`src/include/pzg_pkg.sv`:
```
// Shared constants for the port 0 nibble I/O block and its register set.
// Assumes a Wishbone slave that sees byte addresses; bit 10 picks the F bank.
package pzg_pkg;

  localparam int DATA_W = 8;
  localparam int ADR_W = 11;

  // Register indices; byte address is four times the index
  localparam logic [7:0] IDX_PORT_ZERO_DATA = 8'h00;
  localparam logic [7:0] IDX_PORT_ONE_DATA = 8'h01;
  localparam logic [7:0] IDX_PORT_TWO_DATA = 8'h02;
  localparam logic [7:0] IDX_PORT_THREE_DATA = 8'h03;
  localparam logic [7:0] IDX_PORT_FOUR_DATA = 8'h08;
  localparam logic [7:0] IDX_PORT_DRIVER_CONFIG = 8'h00;
  localparam logic [7:0] IDX_PORT_FOUR_DIRECTION = 8'h09;
  localparam logic [7:0] IDX_PORT_TWO_DIRECTION = 8'hf6;
  localparam logic [7:0] IDX_PORT_THREE_FUNCTION = 8'hf7;
  localparam logic [7:0] IDX_PORT_ZERO_ONE_DIRECTION = 8'hf8;

  // Address bit that selects the F bank (set) or banks 0-3 (clear)
  localparam int BANK_F_BIT = 10;

  // Field positions
  localparam int P01_LOW_IN_BIT = 0;
  localparam int P01_HIGH_IN_BIT = 6;
  localparam int DRV_PUSH_PULL_BIT = 2;
  localparam int FUNC_CLEAR_W = 3;
  localparam int TX_PIN_BIT = 7;

  // Reset values; undefined bits of the port 0/1 mode register come up as zero
  localparam logic [7:0] RST_PORT_ZERO_ONE_DIRECTION = 8'h41;
  localparam logic [7:0] RST_PORT_TWO_DIRECTION = 8'hff;
  localparam logic [7:0] RST_PORT_THREE_FUNCTION = 8'h00;
  localparam logic [7:0] RST_PORT_FOUR_DIRECTION = 8'hff;
  localparam logic [7:0] RST_PORT_DRIVER_CONFIG = 8'h0e;
  localparam logic [7:0] RST_DATA = 8'h00;

endpackage : pzg_pkg

```
`src/design/pzg_port0.sv`:
```
// Port 0 nibble I/O with the port data and mode register set, Wishbone slave.
// Assumes synchronous pins and a stop-recovery pulse from the power controller.
`timescale 1ns/1ps

module pzg_port0 (
  input wire logic clk_i,
  input wire logic rst_i,
  input wire logic cyc_i,
  input wire logic stb_i,
  input wire logic we_i,
  input wire logic [pzg_pkg::ADR_W-1:0] adr_i,
  input wire logic [3:0] sel_i,
  input wire logic [31:0] dat_i,
  output logic [31:0] dat_o,
  output logic ack_o,
  input wire logic stop_recover_i,
  input wire logic tx_enable_i,
  input wire logic tx_data_i,
  input wire logic [pzg_pkg::DATA_W-1:0] pin_in_i,
  output logic [pzg_pkg::DATA_W-1:0] pin_out_o,
  output logic [pzg_pkg::DATA_W-1:0] pin_oe_o
);
  import pzg_pkg::*;

  typedef struct packed {
    logic ack;
    logic [7:0] rdata;
    logic [7:0] port_zero_data;
    logic [7:0] port_one_data;
    logic [7:0] port_two_data;
    logic [7:0] port_three_data;
    logic [7:0] port_four_data;
    logic [7:0] port_driver_config;
    logic [7:0] port_four_direction;
    logic [7:0] port_two_direction;
    logic [7:0] port_three_function;
    logic [7:0] port_zero_one_direction;
  } pzg_state_s;

  pzg_state_s state;
  pzg_state_s next_state;

  logic [7:0] reg_idx;
  logic bank_f;
  logic req;
  logic wr_now;
  logic [7:0] pin_view;
  logic [7:0] read_mux;
  logic [7:0] nib_out;
  logic [7:0] drive_data;

  assign reg_idx = adr_i[9:2];
  assign bank_f = adr_i[BANK_F_BIT];
  assign req = cyc_i & stb_i;
  // Writes land on the edge the master sees ack, so a write is never applied twice
  assign wr_now = req & we_i & state.ack & sel_i[0];

  ////////////////////////////////////////////////////////////////////////////
  // Pin drivers

  generate
    for (genvar b = 0; b < DATA_W; b++) begin : g_bit
      localparam int DIR_BIT = (b < 4) ? P01_LOW_IN_BIT : P01_HIGH_IN_BIT;
      // A clear mode bit makes the whole nibble an output
      assign nib_out[b] = ~state.port_zero_one_direction[DIR_BIT];
      // Input nibbles read the pin, output nibbles read back the latch
      assign pin_view[b] = nib_out[b] ? state.port_zero_data[b] : pin_in_i[b];
    end
  endgenerate

  always_comb begin
    drive_data = state.port_zero_data;
    // Transmit needs the high nibble set as output to reach the pin
    if (tx_enable_i) begin
      drive_data[TX_PIN_BIT] = tx_data_i;
    end
  end

  always_comb begin
    if (state.port_driver_config[DRV_PUSH_PULL_BIT]) begin
      pin_out_o = drive_data;
      pin_oe_o = nib_out;
    end else begin
      // Open-drain: only pull low, release the line for a one
      pin_out_o = 8'h00;
      pin_oe_o = nib_out & ~drive_data;
    end
  end

  ////////////////////////////////////////////////////////////////////////////
  // Register read mux

  always_comb begin
    read_mux = 8'h00;
    if (reg_idx == IDX_PORT_TWO_DIRECTION) begin
      read_mux = state.port_two_direction;
    end else if (reg_idx == IDX_PORT_THREE_FUNCTION) begin
      read_mux = state.port_three_function;
    end else if (reg_idx == IDX_PORT_ZERO_ONE_DIRECTION) begin
      read_mux = state.port_zero_one_direction;
    end else if (bank_f) begin
      if (reg_idx == IDX_PORT_DRIVER_CONFIG) begin
        read_mux = state.port_driver_config;
      end else if (reg_idx == IDX_PORT_FOUR_DIRECTION) begin
        read_mux = state.port_four_direction;
      end
    end else begin
      unique case (reg_idx)
        IDX_PORT_ZERO_DATA: read_mux = pin_view;
        IDX_PORT_ONE_DATA: read_mux = state.port_one_data;
        IDX_PORT_TWO_DATA: read_mux = state.port_two_data;
        IDX_PORT_THREE_DATA: read_mux = state.port_three_data;
        IDX_PORT_FOUR_DATA: read_mux = state.port_four_data;
        default: read_mux = 8'h00;
      endcase
    end
  end

  ////////////////////////////////////////////////////////////////////////////
  // Next state

  always_comb begin
    next_state = state;
    next_state.ack = req & ~state.ack;
    if (req & ~state.ack) begin
      next_state.rdata = read_mux;
    end
    if (wr_now) begin
      if (reg_idx == IDX_PORT_TWO_DIRECTION) begin
        next_state.port_two_direction = dat_i[7:0];
      end else if (reg_idx == IDX_PORT_THREE_FUNCTION) begin
        next_state.port_three_function = dat_i[7:0];
      end else if (reg_idx == IDX_PORT_ZERO_ONE_DIRECTION) begin
        next_state.port_zero_one_direction = dat_i[7:0];
      end else if (bank_f) begin
        if (reg_idx == IDX_PORT_DRIVER_CONFIG) begin
          next_state.port_driver_config = dat_i[7:0];
        end else if (reg_idx == IDX_PORT_FOUR_DIRECTION) begin
          next_state.port_four_direction = dat_i[7:0];
        end
      end else begin
        unique case (reg_idx)
          IDX_PORT_ZERO_DATA: next_state.port_zero_data = dat_i[7:0];
          IDX_PORT_ONE_DATA: next_state.port_one_data = dat_i[7:0];
          IDX_PORT_TWO_DATA: next_state.port_two_data = dat_i[7:0];
          IDX_PORT_THREE_DATA: next_state.port_three_data = dat_i[7:0];
          IDX_PORT_FOUR_DATA: next_state.port_four_data = dat_i[7:0];
          default: next_state.port_four_data = state.port_four_data;
        endcase
      end
    end
    // Recovery wins over a write in the same cycle so the port never wakes driving
    if (stop_recover_i) begin
      next_state.port_zero_one_direction[P01_LOW_IN_BIT] = 1'b1;
      next_state.port_zero_one_direction[P01_HIGH_IN_BIT] = 1'b1;
    end
  end

  always_ff @(posedge clk_i) begin
    if (rst_i) begin
      state.ack <= 1'b0;
      state.rdata <= RST_DATA;
      state.port_zero_data <= RST_DATA;
      state.port_one_data <= RST_DATA;
      state.port_two_data <= RST_DATA;
      state.port_three_data <= RST_DATA;
      state.port_four_data <= RST_DATA;
      state.port_driver_config <= RST_PORT_DRIVER_CONFIG;
      state.port_four_direction <= RST_PORT_FOUR_DIRECTION;
      state.port_two_direction <= RST_PORT_TWO_DIRECTION;
      state.port_three_function <= RST_PORT_THREE_FUNCTION;
      state.port_zero_one_direction <= RST_PORT_ZERO_ONE_DIRECTION;
    end else begin
      state <= next_state;
    end
  end

  assign ack_o = state.ack;
  assign dat_o = {24'h00_0000, state.rdata};

  ////////////////////////////////////////////////////////////////////////////
  // Checks
  // Pin checks read registered state and live inputs only, so they hold in any cycle

  chk_low_nibble_in: assert property (@(posedge clk_i) disable iff (rst_i)
    state.port_zero_one_direction[P01_LOW_IN_BIT] |-> (pin_oe_o[3:0] == 4'h0))
    else $error("low nibble driven while set as input");

  chk_high_nibble_in: assert property (@(posedge clk_i) disable iff (rst_i)
    state.port_zero_one_direction[P01_HIGH_IN_BIT] |-> (pin_oe_o[7:4] == 4'h0))
    else $error("high nibble driven while set as input");

  chk_nibble_pairs: assert property (@(posedge clk_i) disable iff (rst_i)
    state.port_driver_config[DRV_PUSH_PULL_BIT]
      |-> (pin_oe_o[3:0] == {4{pin_oe_o[0]}}) && (pin_oe_o[7:4] == {4{pin_oe_o[4]}}))
    else $error("lines of one nibble disagree on direction");

  chk_open_drain_low: assert property (@(posedge clk_i) disable iff (rst_i)
    !state.port_driver_config[DRV_PUSH_PULL_BIT]
      |-> (pin_out_o == 8'h00) && ((pin_oe_o & drive_data) == 8'h00))
    else $error("open-drain output drove a high level");

  chk_open_drain_pull: assert property (@(posedge clk_i) disable iff (rst_i)
    (!state.port_driver_config[DRV_PUSH_PULL_BIT]
      && !state.port_zero_one_direction[P01_LOW_IN_BIT])
      |-> (pin_oe_o[3:0] == ~state.port_zero_data[3:0]))
    else $error("open-drain low nibble did not pull its zeros");

  chk_push_pull_drive: assert property (@(posedge clk_i) disable iff (rst_i)
    (state.port_driver_config[DRV_PUSH_PULL_BIT] && !tx_enable_i)
      |-> (pin_out_o == state.port_zero_data))
    else $error("push/pull pins do not show the latch");

  chk_output_nibble_on: assert property (@(posedge clk_i) disable iff (rst_i)
    (state.port_driver_config[DRV_PUSH_PULL_BIT]
      && !state.port_zero_one_direction[P01_LOW_IN_BIT]) |-> (pin_oe_o[3:0] == 4'hf))
    else $error("output nibble not driven");

  chk_mode_write_lands: assert property (@(posedge clk_i) disable iff (rst_i)
    (wr_now && reg_idx == IDX_PORT_ZERO_ONE_DIRECTION && !stop_recover_i)
      |=> (state.port_zero_one_direction == $past(dat_i[7:0])))
    else $error("mode register write did not take effect");

  chk_mode_holds: assert property (@(posedge clk_i) disable iff (rst_i)
    (!wr_now && !stop_recover_i) |=> $stable(state.port_zero_one_direction))
    else $error("mode register changed without a write");

  chk_stop_inputs: assert property (@(posedge clk_i) disable iff (rst_i)
    stop_recover_i |=> (nib_out == 8'h00) && (pin_oe_o == 8'h00))
    else $error("port 0 still driving after stop recovery");

  chk_reset_mode_bits: assert property (@(posedge clk_i) disable iff (rst_i)
    $past(rst_i) |-> state.port_zero_one_direction[P01_HIGH_IN_BIT]
      && state.port_zero_one_direction[P01_LOW_IN_BIT] && (pin_oe_o == 8'h00))
    else $error("port 0/1 mode reset value wrong");

  chk_reset_p2_mode: assert property (@(posedge clk_i) disable iff (rst_i)
    $past(rst_i) |-> (state.port_two_direction == RST_PORT_TWO_DIRECTION))
    else $error("port 2 mode reset value wrong");

  chk_reset_p3_mode: assert property (@(posedge clk_i) disable iff (rst_i)
    $past(rst_i) |-> (state.port_three_function[FUNC_CLEAR_W-1:0] == 3'b000))
    else $error("port 3 mode low bits not cleared");

  chk_reset_bus_idle: assert property (@(posedge clk_i) disable iff (rst_i)
    $past(rst_i) |-> !ack_o && (dat_o == 32'h0000_0000))
    else $error("bus not idle after reset");

  chk_tx_override: assert property (@(posedge clk_i) disable iff (rst_i)
    (tx_enable_i && !state.port_zero_one_direction[P01_HIGH_IN_BIT]
      && state.port_driver_config[DRV_PUSH_PULL_BIT])
      |-> (pin_out_o[TX_PIN_BIT] == tx_data_i) && pin_oe_o[TX_PIN_BIT])
    else $error("transmit data did not reach pin 7");

  chk_read_pins: assert property (@(posedge clk_i) disable iff (rst_i)
    ($rose(ack_o) && $past(!we_i && !bank_f && reg_idx == IDX_PORT_ZERO_DATA)
      && $past(state.port_zero_one_direction[P01_LOW_IN_BIT]))
      |-> (dat_o[3:0] == $past(pin_in_i[3:0])))
    else $error("input nibble read did not return pin levels");

  chk_read_pins_high: assert property (@(posedge clk_i) disable iff (rst_i)
    ($rose(ack_o) && $past(!we_i && !bank_f && reg_idx == IDX_PORT_ZERO_DATA)
      && $past(state.port_zero_one_direction[P01_HIGH_IN_BIT]))
      |-> (dat_o[7:4] == $past(pin_in_i[7:4])))
    else $error("high input nibble read did not return pin levels");

  chk_read_latch_low: assert property (@(posedge clk_i) disable iff (rst_i)
    ($rose(ack_o) && $past(!we_i && !bank_f && reg_idx == IDX_PORT_ZERO_DATA)
      && $past(!state.port_zero_one_direction[P01_LOW_IN_BIT]))
      |-> (dat_o[3:0] == $past(state.port_zero_data[3:0])))
    else $error("output nibble read did not return the latch");

  chk_read_latch_high: assert property (@(posedge clk_i) disable iff (rst_i)
    ($rose(ack_o) && $past(!we_i && !bank_f && reg_idx == IDX_PORT_ZERO_DATA)
      && $past(!state.port_zero_one_direction[P01_HIGH_IN_BIT]))
      |-> (dat_o[7:4] == $past(state.port_zero_data[7:4])))
    else $error("high output nibble read did not return the latch");

  chk_data_write_lands: assert property (@(posedge clk_i) disable iff (rst_i)
    (wr_now && !bank_f && reg_idx == IDX_PORT_ZERO_DATA)
      |=> (state.port_zero_data == $past(dat_i[7:0])))
    else $error("port 0 data write did not take effect");

  chk_config_write_lands: assert property (@(posedge clk_i) disable iff (rst_i)
    (wr_now && bank_f && reg_idx == IDX_PORT_DRIVER_CONFIG)
      |=> (state.port_driver_config == $past(dat_i[7:0])))
    else $error("driver configuration write did not take effect");

  chk_ack_one_cycle: assert property (@(posedge clk_i) disable iff (rst_i)
    ack_o |=> !ack_o)
    else $error("ack held longer than one cycle");

  chk_ack_follows_req: assert property (@(posedge clk_i) disable iff (rst_i)
    (req && !ack_o) |=> ack_o)
    else $error("request not answered in the next cycle");

  chk_ack_needs_req: assert property (@(posedge clk_i) disable iff (rst_i)
    ack_o |-> $past(req))
    else $error("ack given without a request");

  chk_rdata_holds: assert property (@(posedge clk_i) disable iff (rst_i)
    !(req && !ack_o) |=> $stable(dat_o))
    else $error("read data changed without a new request");

endmodule : pzg_port0

```
`config.mk`:
```
export PLATFORM = sky130hd
export DESIGN_NAME = pzg_port0
export DESIGN_NICKNAME = d
export VERILOG_FILES = /design/src/include/pzg_pkg.sv /design/src/design/pzg_port0.sv
export SDC_FILE = /design/constraint.sdc
export NUM_CORES = 1
export LEC_CHECK = 0
export ABC_AREA = 1
export BUFFER_PORTS_ARGS = -buffer_cell sky130_fd_sc_hd__buf_2
export CORE_MARGIN = 5
export CORE_UTILIZATION = 57
export CTS_BUF_LIST = sky130_fd_sc_hd__clkbuf_8 sky130_fd_sc_hd__clkbuf_16
export CTS_CLUSTER_SIZE = 28
export DETAILED_ROUTE_END_ITERATION = 8
export PLACE_DENSITY_LB_ADDON = 0.15
export REMOVE_ABC_BUFFERS = 1
export SETUP_SLACK_MARGIN = 0.1
export SLEW_MARGIN = 10
export SYNTH_ARGS = -nofsm -noshare
export SYNTH_HDL_FRONTEND = slang
export SYNTH_SLANG_ARGS = --single-unit
```
`constraint.sdc`:
```
create_clock -name clk_i -period 2.35 [get_ports clk_i]
set_input_delay 0.47 -clock clk_i [delete_from_list [all_inputs] [get_ports clk_i]]
set_output_delay 0.47 -clock clk_i [all_outputs]
set_load 0.02 [all_outputs]
```
Word-level counts from Yosys, hierarchy flattened
Cells that the tools add are included.
{"block": "op_classes", "n_eq_ne": 8, "n_mux": 18, "n_bitwise": 15, "n_reduce_logical": 12}
{"operator": "$mux 8", "count": 8}
{"operator": "$pmux 8 s5", "count": 1}
{"operator": "$reduce_and 6->1", "count": 6}
{"operator": "$eq 8x8->1 const B", "count": 3}
{"operator": "$eq 8x2->1 const B", "count": 2}
{"operator": "$eq 8x4->1 const B", "count": 2}
{"operator": "$mux 1", "count": 9}
{"operator": "$and 8x8->8", "count": 1}
{"operator": "$eq 8x1->1 const B", "count": 1}
{"operator": "$logic_not 8->1", "count": 1}
{"operator": "$not 1->1", "count": 8}
{"operator": "$not 8->8", "count": 1}
{"operator": "$reduce_and 7->1", "count": 1}
{"operator": "$and 1x1->1", "count": 5}
{"operator": "$reduce_and 4->1", "count": 1}
{"operator": "$reduce_and 3->1", "count": 1}
{"operator": "$reduce_and 2->1", "count": 1}
{"operator": "$reduce_or 2->1", "count": 1}
{"block": "totals", "reg_bits": 89, "inputBits": 63, "output_inout_bits": 49, "word_cells": 66}

Longest topological paths before layout
{"block": "logic_depth", "word_depth": 7, "ltp_mapped": 12, "mapped_depth_nobuf": 12}

Least setup slack after synthesis
Ideal clock, no wire load.
{"block": "synth_path", "path_type": "input -> register", "start": "input adr_i[9] in the netlist's numbering", "end": "register state[30] in the netlist's numbering", "setup_time_ns": 0.138, "arrival_time_ns": 1.547, "t_required_ns": 2.212, "slack_ns": 0.665, "cell_stages": 10, "path_buffers": 2, "cell_sequence": "nor2_1 > nand2_1 > inv_1 > buf_2 > nand2_1 > nor3_1 > inv_1 > buf_2 > nand2_1 > o211ai_1"}
{"block": "synth_between", "elab_chain_cells": 3, "elab_cells_between_ends": 10, "classes_between": "eq/ne: 4; bitwise: 4; reduce/logical: 2"}
{"item": "start, declared", "line_no": "pzg_port0.sv:11", "rtl": "input wire logic [pzg_pkg::ADR_W-1:0] adr_i,"}
{"item": "$eq 8x8->1, or another cell as far along", "line_no": "pzg_port0.sv:133", "rtl": "end else if (reg_idx == IDX_PORT_ZERO_ONE_DIRECTION) begin"}
{"item": "$not 1->1 (no line)"}
{"item": "$reduce_and 7->1 (no line) *"}
{"item": "end signal, assigned", "line_no": "pzg_port0.sv:174", "rtl": "state <= next_state;"}
{"item": "end, declared", "line_no": "pzg_port0.sv:40", "rtl": "pzg_state_s state;"}
Every way passes the cells marked *; elsewhere a longest branch is shown, timed or not.
A chain may end at the register's enable or synchronous reset.

Final worst setup path
{"block": "layout_path", "start": "register state[34] in the netlist's numbering", "end": "output pin_oe_o[3] in the netlist's numbering"}
{"block": "layout_between", "elab_chain_cells": 1}
{"item": "$mux 8", "line_no": "pzg_port0.sv:80", "rtl": "if (state.port_driver_config[DRV_PUSH_PULL_BIT]) begin"}
{"item": "end, declared", "line_no": "pzg_port0.sv:21", "rtl": "output logic [pzg_pkg::DATA_W-1:0] pin_oe_o"}
No other way between the ends.

==> parameters.txt <==
Parameter                              Value

Global routing
  Antenna violations before repair    0
  Pin count of the biggest net entering global routing    70
  Leftover overflow at the end of global routing    0
  Number of global-route vias before repair    3,927
  Total track usage    23.9%
  First-pass GRT wire length    18,700 µm

Critical path
  Worst Path Buf+Inv    2
  Largest driver fanout on the critical path    9
  Critical path start-end classification    flip-flop to primary output
  Critical path launch point type    flip-flop
  Data arrival time at the worst-slack endpoint    1.49 ns
  Delay contributed by the slowest stage of the critical path    0.35 ns
  Critical Path End Type    primary output
  Cell-by-cell listing of the critical path    clkinv_1, a21oi_1, buf_2
  Crit-path leading delay family    buffers and inverters
  Required time of the critical path    1.88 ns
  Slowest cell on the critical path    dfxtp_1

Layout
  Fin nets    709
  Ant diodes    0
  Layout overhead on the synthesized area    9.41%
  Fraction of layout instances using a drive strength above 1    16.9%
  Final cell count without fillers    750

Yosys
  Cell taking the most area after synthesis    dfxtp_1
  Number of synthesis warnings    0
  Cell types with the highest counts after synthesis    nand2_1, dfxtp_1, a21oi_1
  Most frequently used flop master after synthesis    dfxtp_1
  Post-Syn Area    4350 µm²
  Number of flops mapped to enable cells by yosys    0
  Most frequent cell after synthesis    nand2_1
  Register area share after synthesis    41.0%
  Distinct cell type count of the synthesized netlist    30
  Post-synth top area share    41.0%
  Number of register bits inferred by synthesis    89
  Synthesized netlist cell count    601
  Ys async rst share    0%
  Synthesized area divided by synthesized cell count    7.24 µm²
  Most area-consuming cells after synthesis    dfxtp_1, nand2_1, a21oi_1

Placed design
  Post-placement setup slack    0.190 ns
  Placed Instances    734
  Global placer's final weighted congestion    0.895
  Port Buffer Count    58
  Detailed Place HPWL    7960 µm

Clock tree
  Clock Latency Late Sink    0.36 ns
  CTS resizes    0
  Clock sink count    89
  H-tree Lvls    3
  Clock transition at the registers of the reported paths    0.09 ns
  # hold bufs at CTS    0
  TritonCTS clock tree    yes
  Maximum clock path buffer count    2
  Clk root buf    clkbuf_8
  Post-CTS setup buffer count    0
  Cts bufs inserted    9

Timing
  Clock tree skew after final layout    0.00715 ns
  Number of setup violations in the final report    0
  Max Fclk    0.511 GHz
  Relative slew margins    63.5%
  Transition time of the tightest slew-check pin    0.543 ns
  Fin Hold WS    0.347 ns
  Post-route clock period utilization    83.3%
  Post-Route Setup TNS    0 ns
  Number of pins exceeding their max-slew limit in the final report    0
  Final worst setup slack    0.393 ns
  Min cycle time layout    1.96 ns
  Unrepaired setup endpoints after global routing    false
  Final hold violation count    0

Outcome
  Result of the run    complete, no violations

Floorplan
  Initial Util    59.3%
  Horizontal die dimension    97.4 µm
  Number of cell rows    31
  Boundary pin count    112
  Placeable core region    7330 µm²
  Floorplan die area    9480 µm²
  Die Span Y    97.4 µm

Drt
  Detailed Routing Iterations Pass 1    5
  Total detailed-routing wirelength    11,200 µm
  Remaining routing DRC violations    0
  Total number of vias    4,077
  Vias/cell    5.44
  Average detailed-routed wire length per instance    14.9 µm
  Violation count after the first detailed-route iteration    291
  Remaining antenna violation count after routing    0

Min path
  Kind of path behind the tightest hold check    primary input to flip-flop

Job
  Number of max-cap violations    0

Power
  Total Power    0.00280 W
  IR Drop Worst-Case VDD    396 µV
  Areal power density over the cells    589 nW/µm²
  Leakage    2.23 nW
power breakdown:
group	switching [W]	leakage [nW]	total [W]	internal [W]
sequential	0.00000204	0.718	0.00151	0.00151
combinational	0.000148	1.41	0.000199	0.0000502
clock	0.000566	0.101	0.00109	0.000524
area by class of cell:
type	count	area, µm²
Sequential cell	89	1780
Fill cell	678	2570
Multi-Input combinational cell	424	2060
Tap cell	99	124
Clock inverter	6	66.3
Inverter	53	204
Clock buffer	10	138
Timing Repair Buffer	69	385
metrics by stage:
step           util (%)  cell area (µm²)
5_1_grt            64.9             4760
6_report           64.9             4760
3_5_place_dp       62.1             4550
3_3_place_gp       62.1             4550
4_1_cts            64.9             4760
2_1_floorplan         -             4050
sequential cells by signal (all words and copies together), names as in the netlist:
register and count:
ack_o 1, dat_o 8, drive_data 7, state 73
worst register-to-register path: stages, from the launching register on:
cell and delay (ns):
dfxtp_1 0.54, inv_1 0.24, nand2_1 0.10, nand2_1 0.06, nand2_1 0.06, o21ai_0 0.10, o21ai_0 0.38, nand4_1 0.14
nand2_1 0.09, a21oi_1 0.06
cells in the final DEF (no fill, tap or decap), types with 6 or more instances in the layout:
cell type,n
a21oi_1,76
buf_2,58
buf_4,10
clkbuf_8,10
clkinv_1,9
conb_1,24
dfxtp_1,89
inv_1,38
nand2_1,131
nand3_1,27
nand4_1,8
nor2_1,35
nor2_2,6
nor2_4,8
o211ai_1,17
o21ai_0,64
o21ai_1,11
path summary, 6_finish.rpt:
| check | startpoint | to | slack [ns] | cells after the start |
|---|---|---|---|---|
| setup / recovery | state[34] | pin_oe_o[3] | 0.39 | 3 |
| hold / removal | stop_recover_i | state[6] | 0.35 | 3 |
| setup reg to reg | state[0] | dat_o[0] | 0.47 | 9 |
| hold reg to reg | dat_o[1] | dat_o[1] | 0.47 | 2 |
kinds of logic (layout without fill, tap and decap cells):
family | after synthesis | in the layout | synth area share (%)
simple gates | 222 | 222 | 23.1
compound gates | 176 | 176 | 21.7
buf+inv | 111 | 138 | 13.7
flops | 89 | 89 | 41.0
mux | 2 | 2 | 0.460
other cells | 1 | 24 | 0.0862
metal layers:
layer | part of all wire [%] | vias up | track usage (%)
met5 | 0 | - | 0
met4 | 2.3 | 0 | 10.4
met3 | 7.6 | 24 | 3.73
met2 | 47 | 184 | 39.8
met1 | 43 | 1838 | 30.5
li1 | - | 2031 | -
Note: power is estimated with default switching activity, not from simulation.
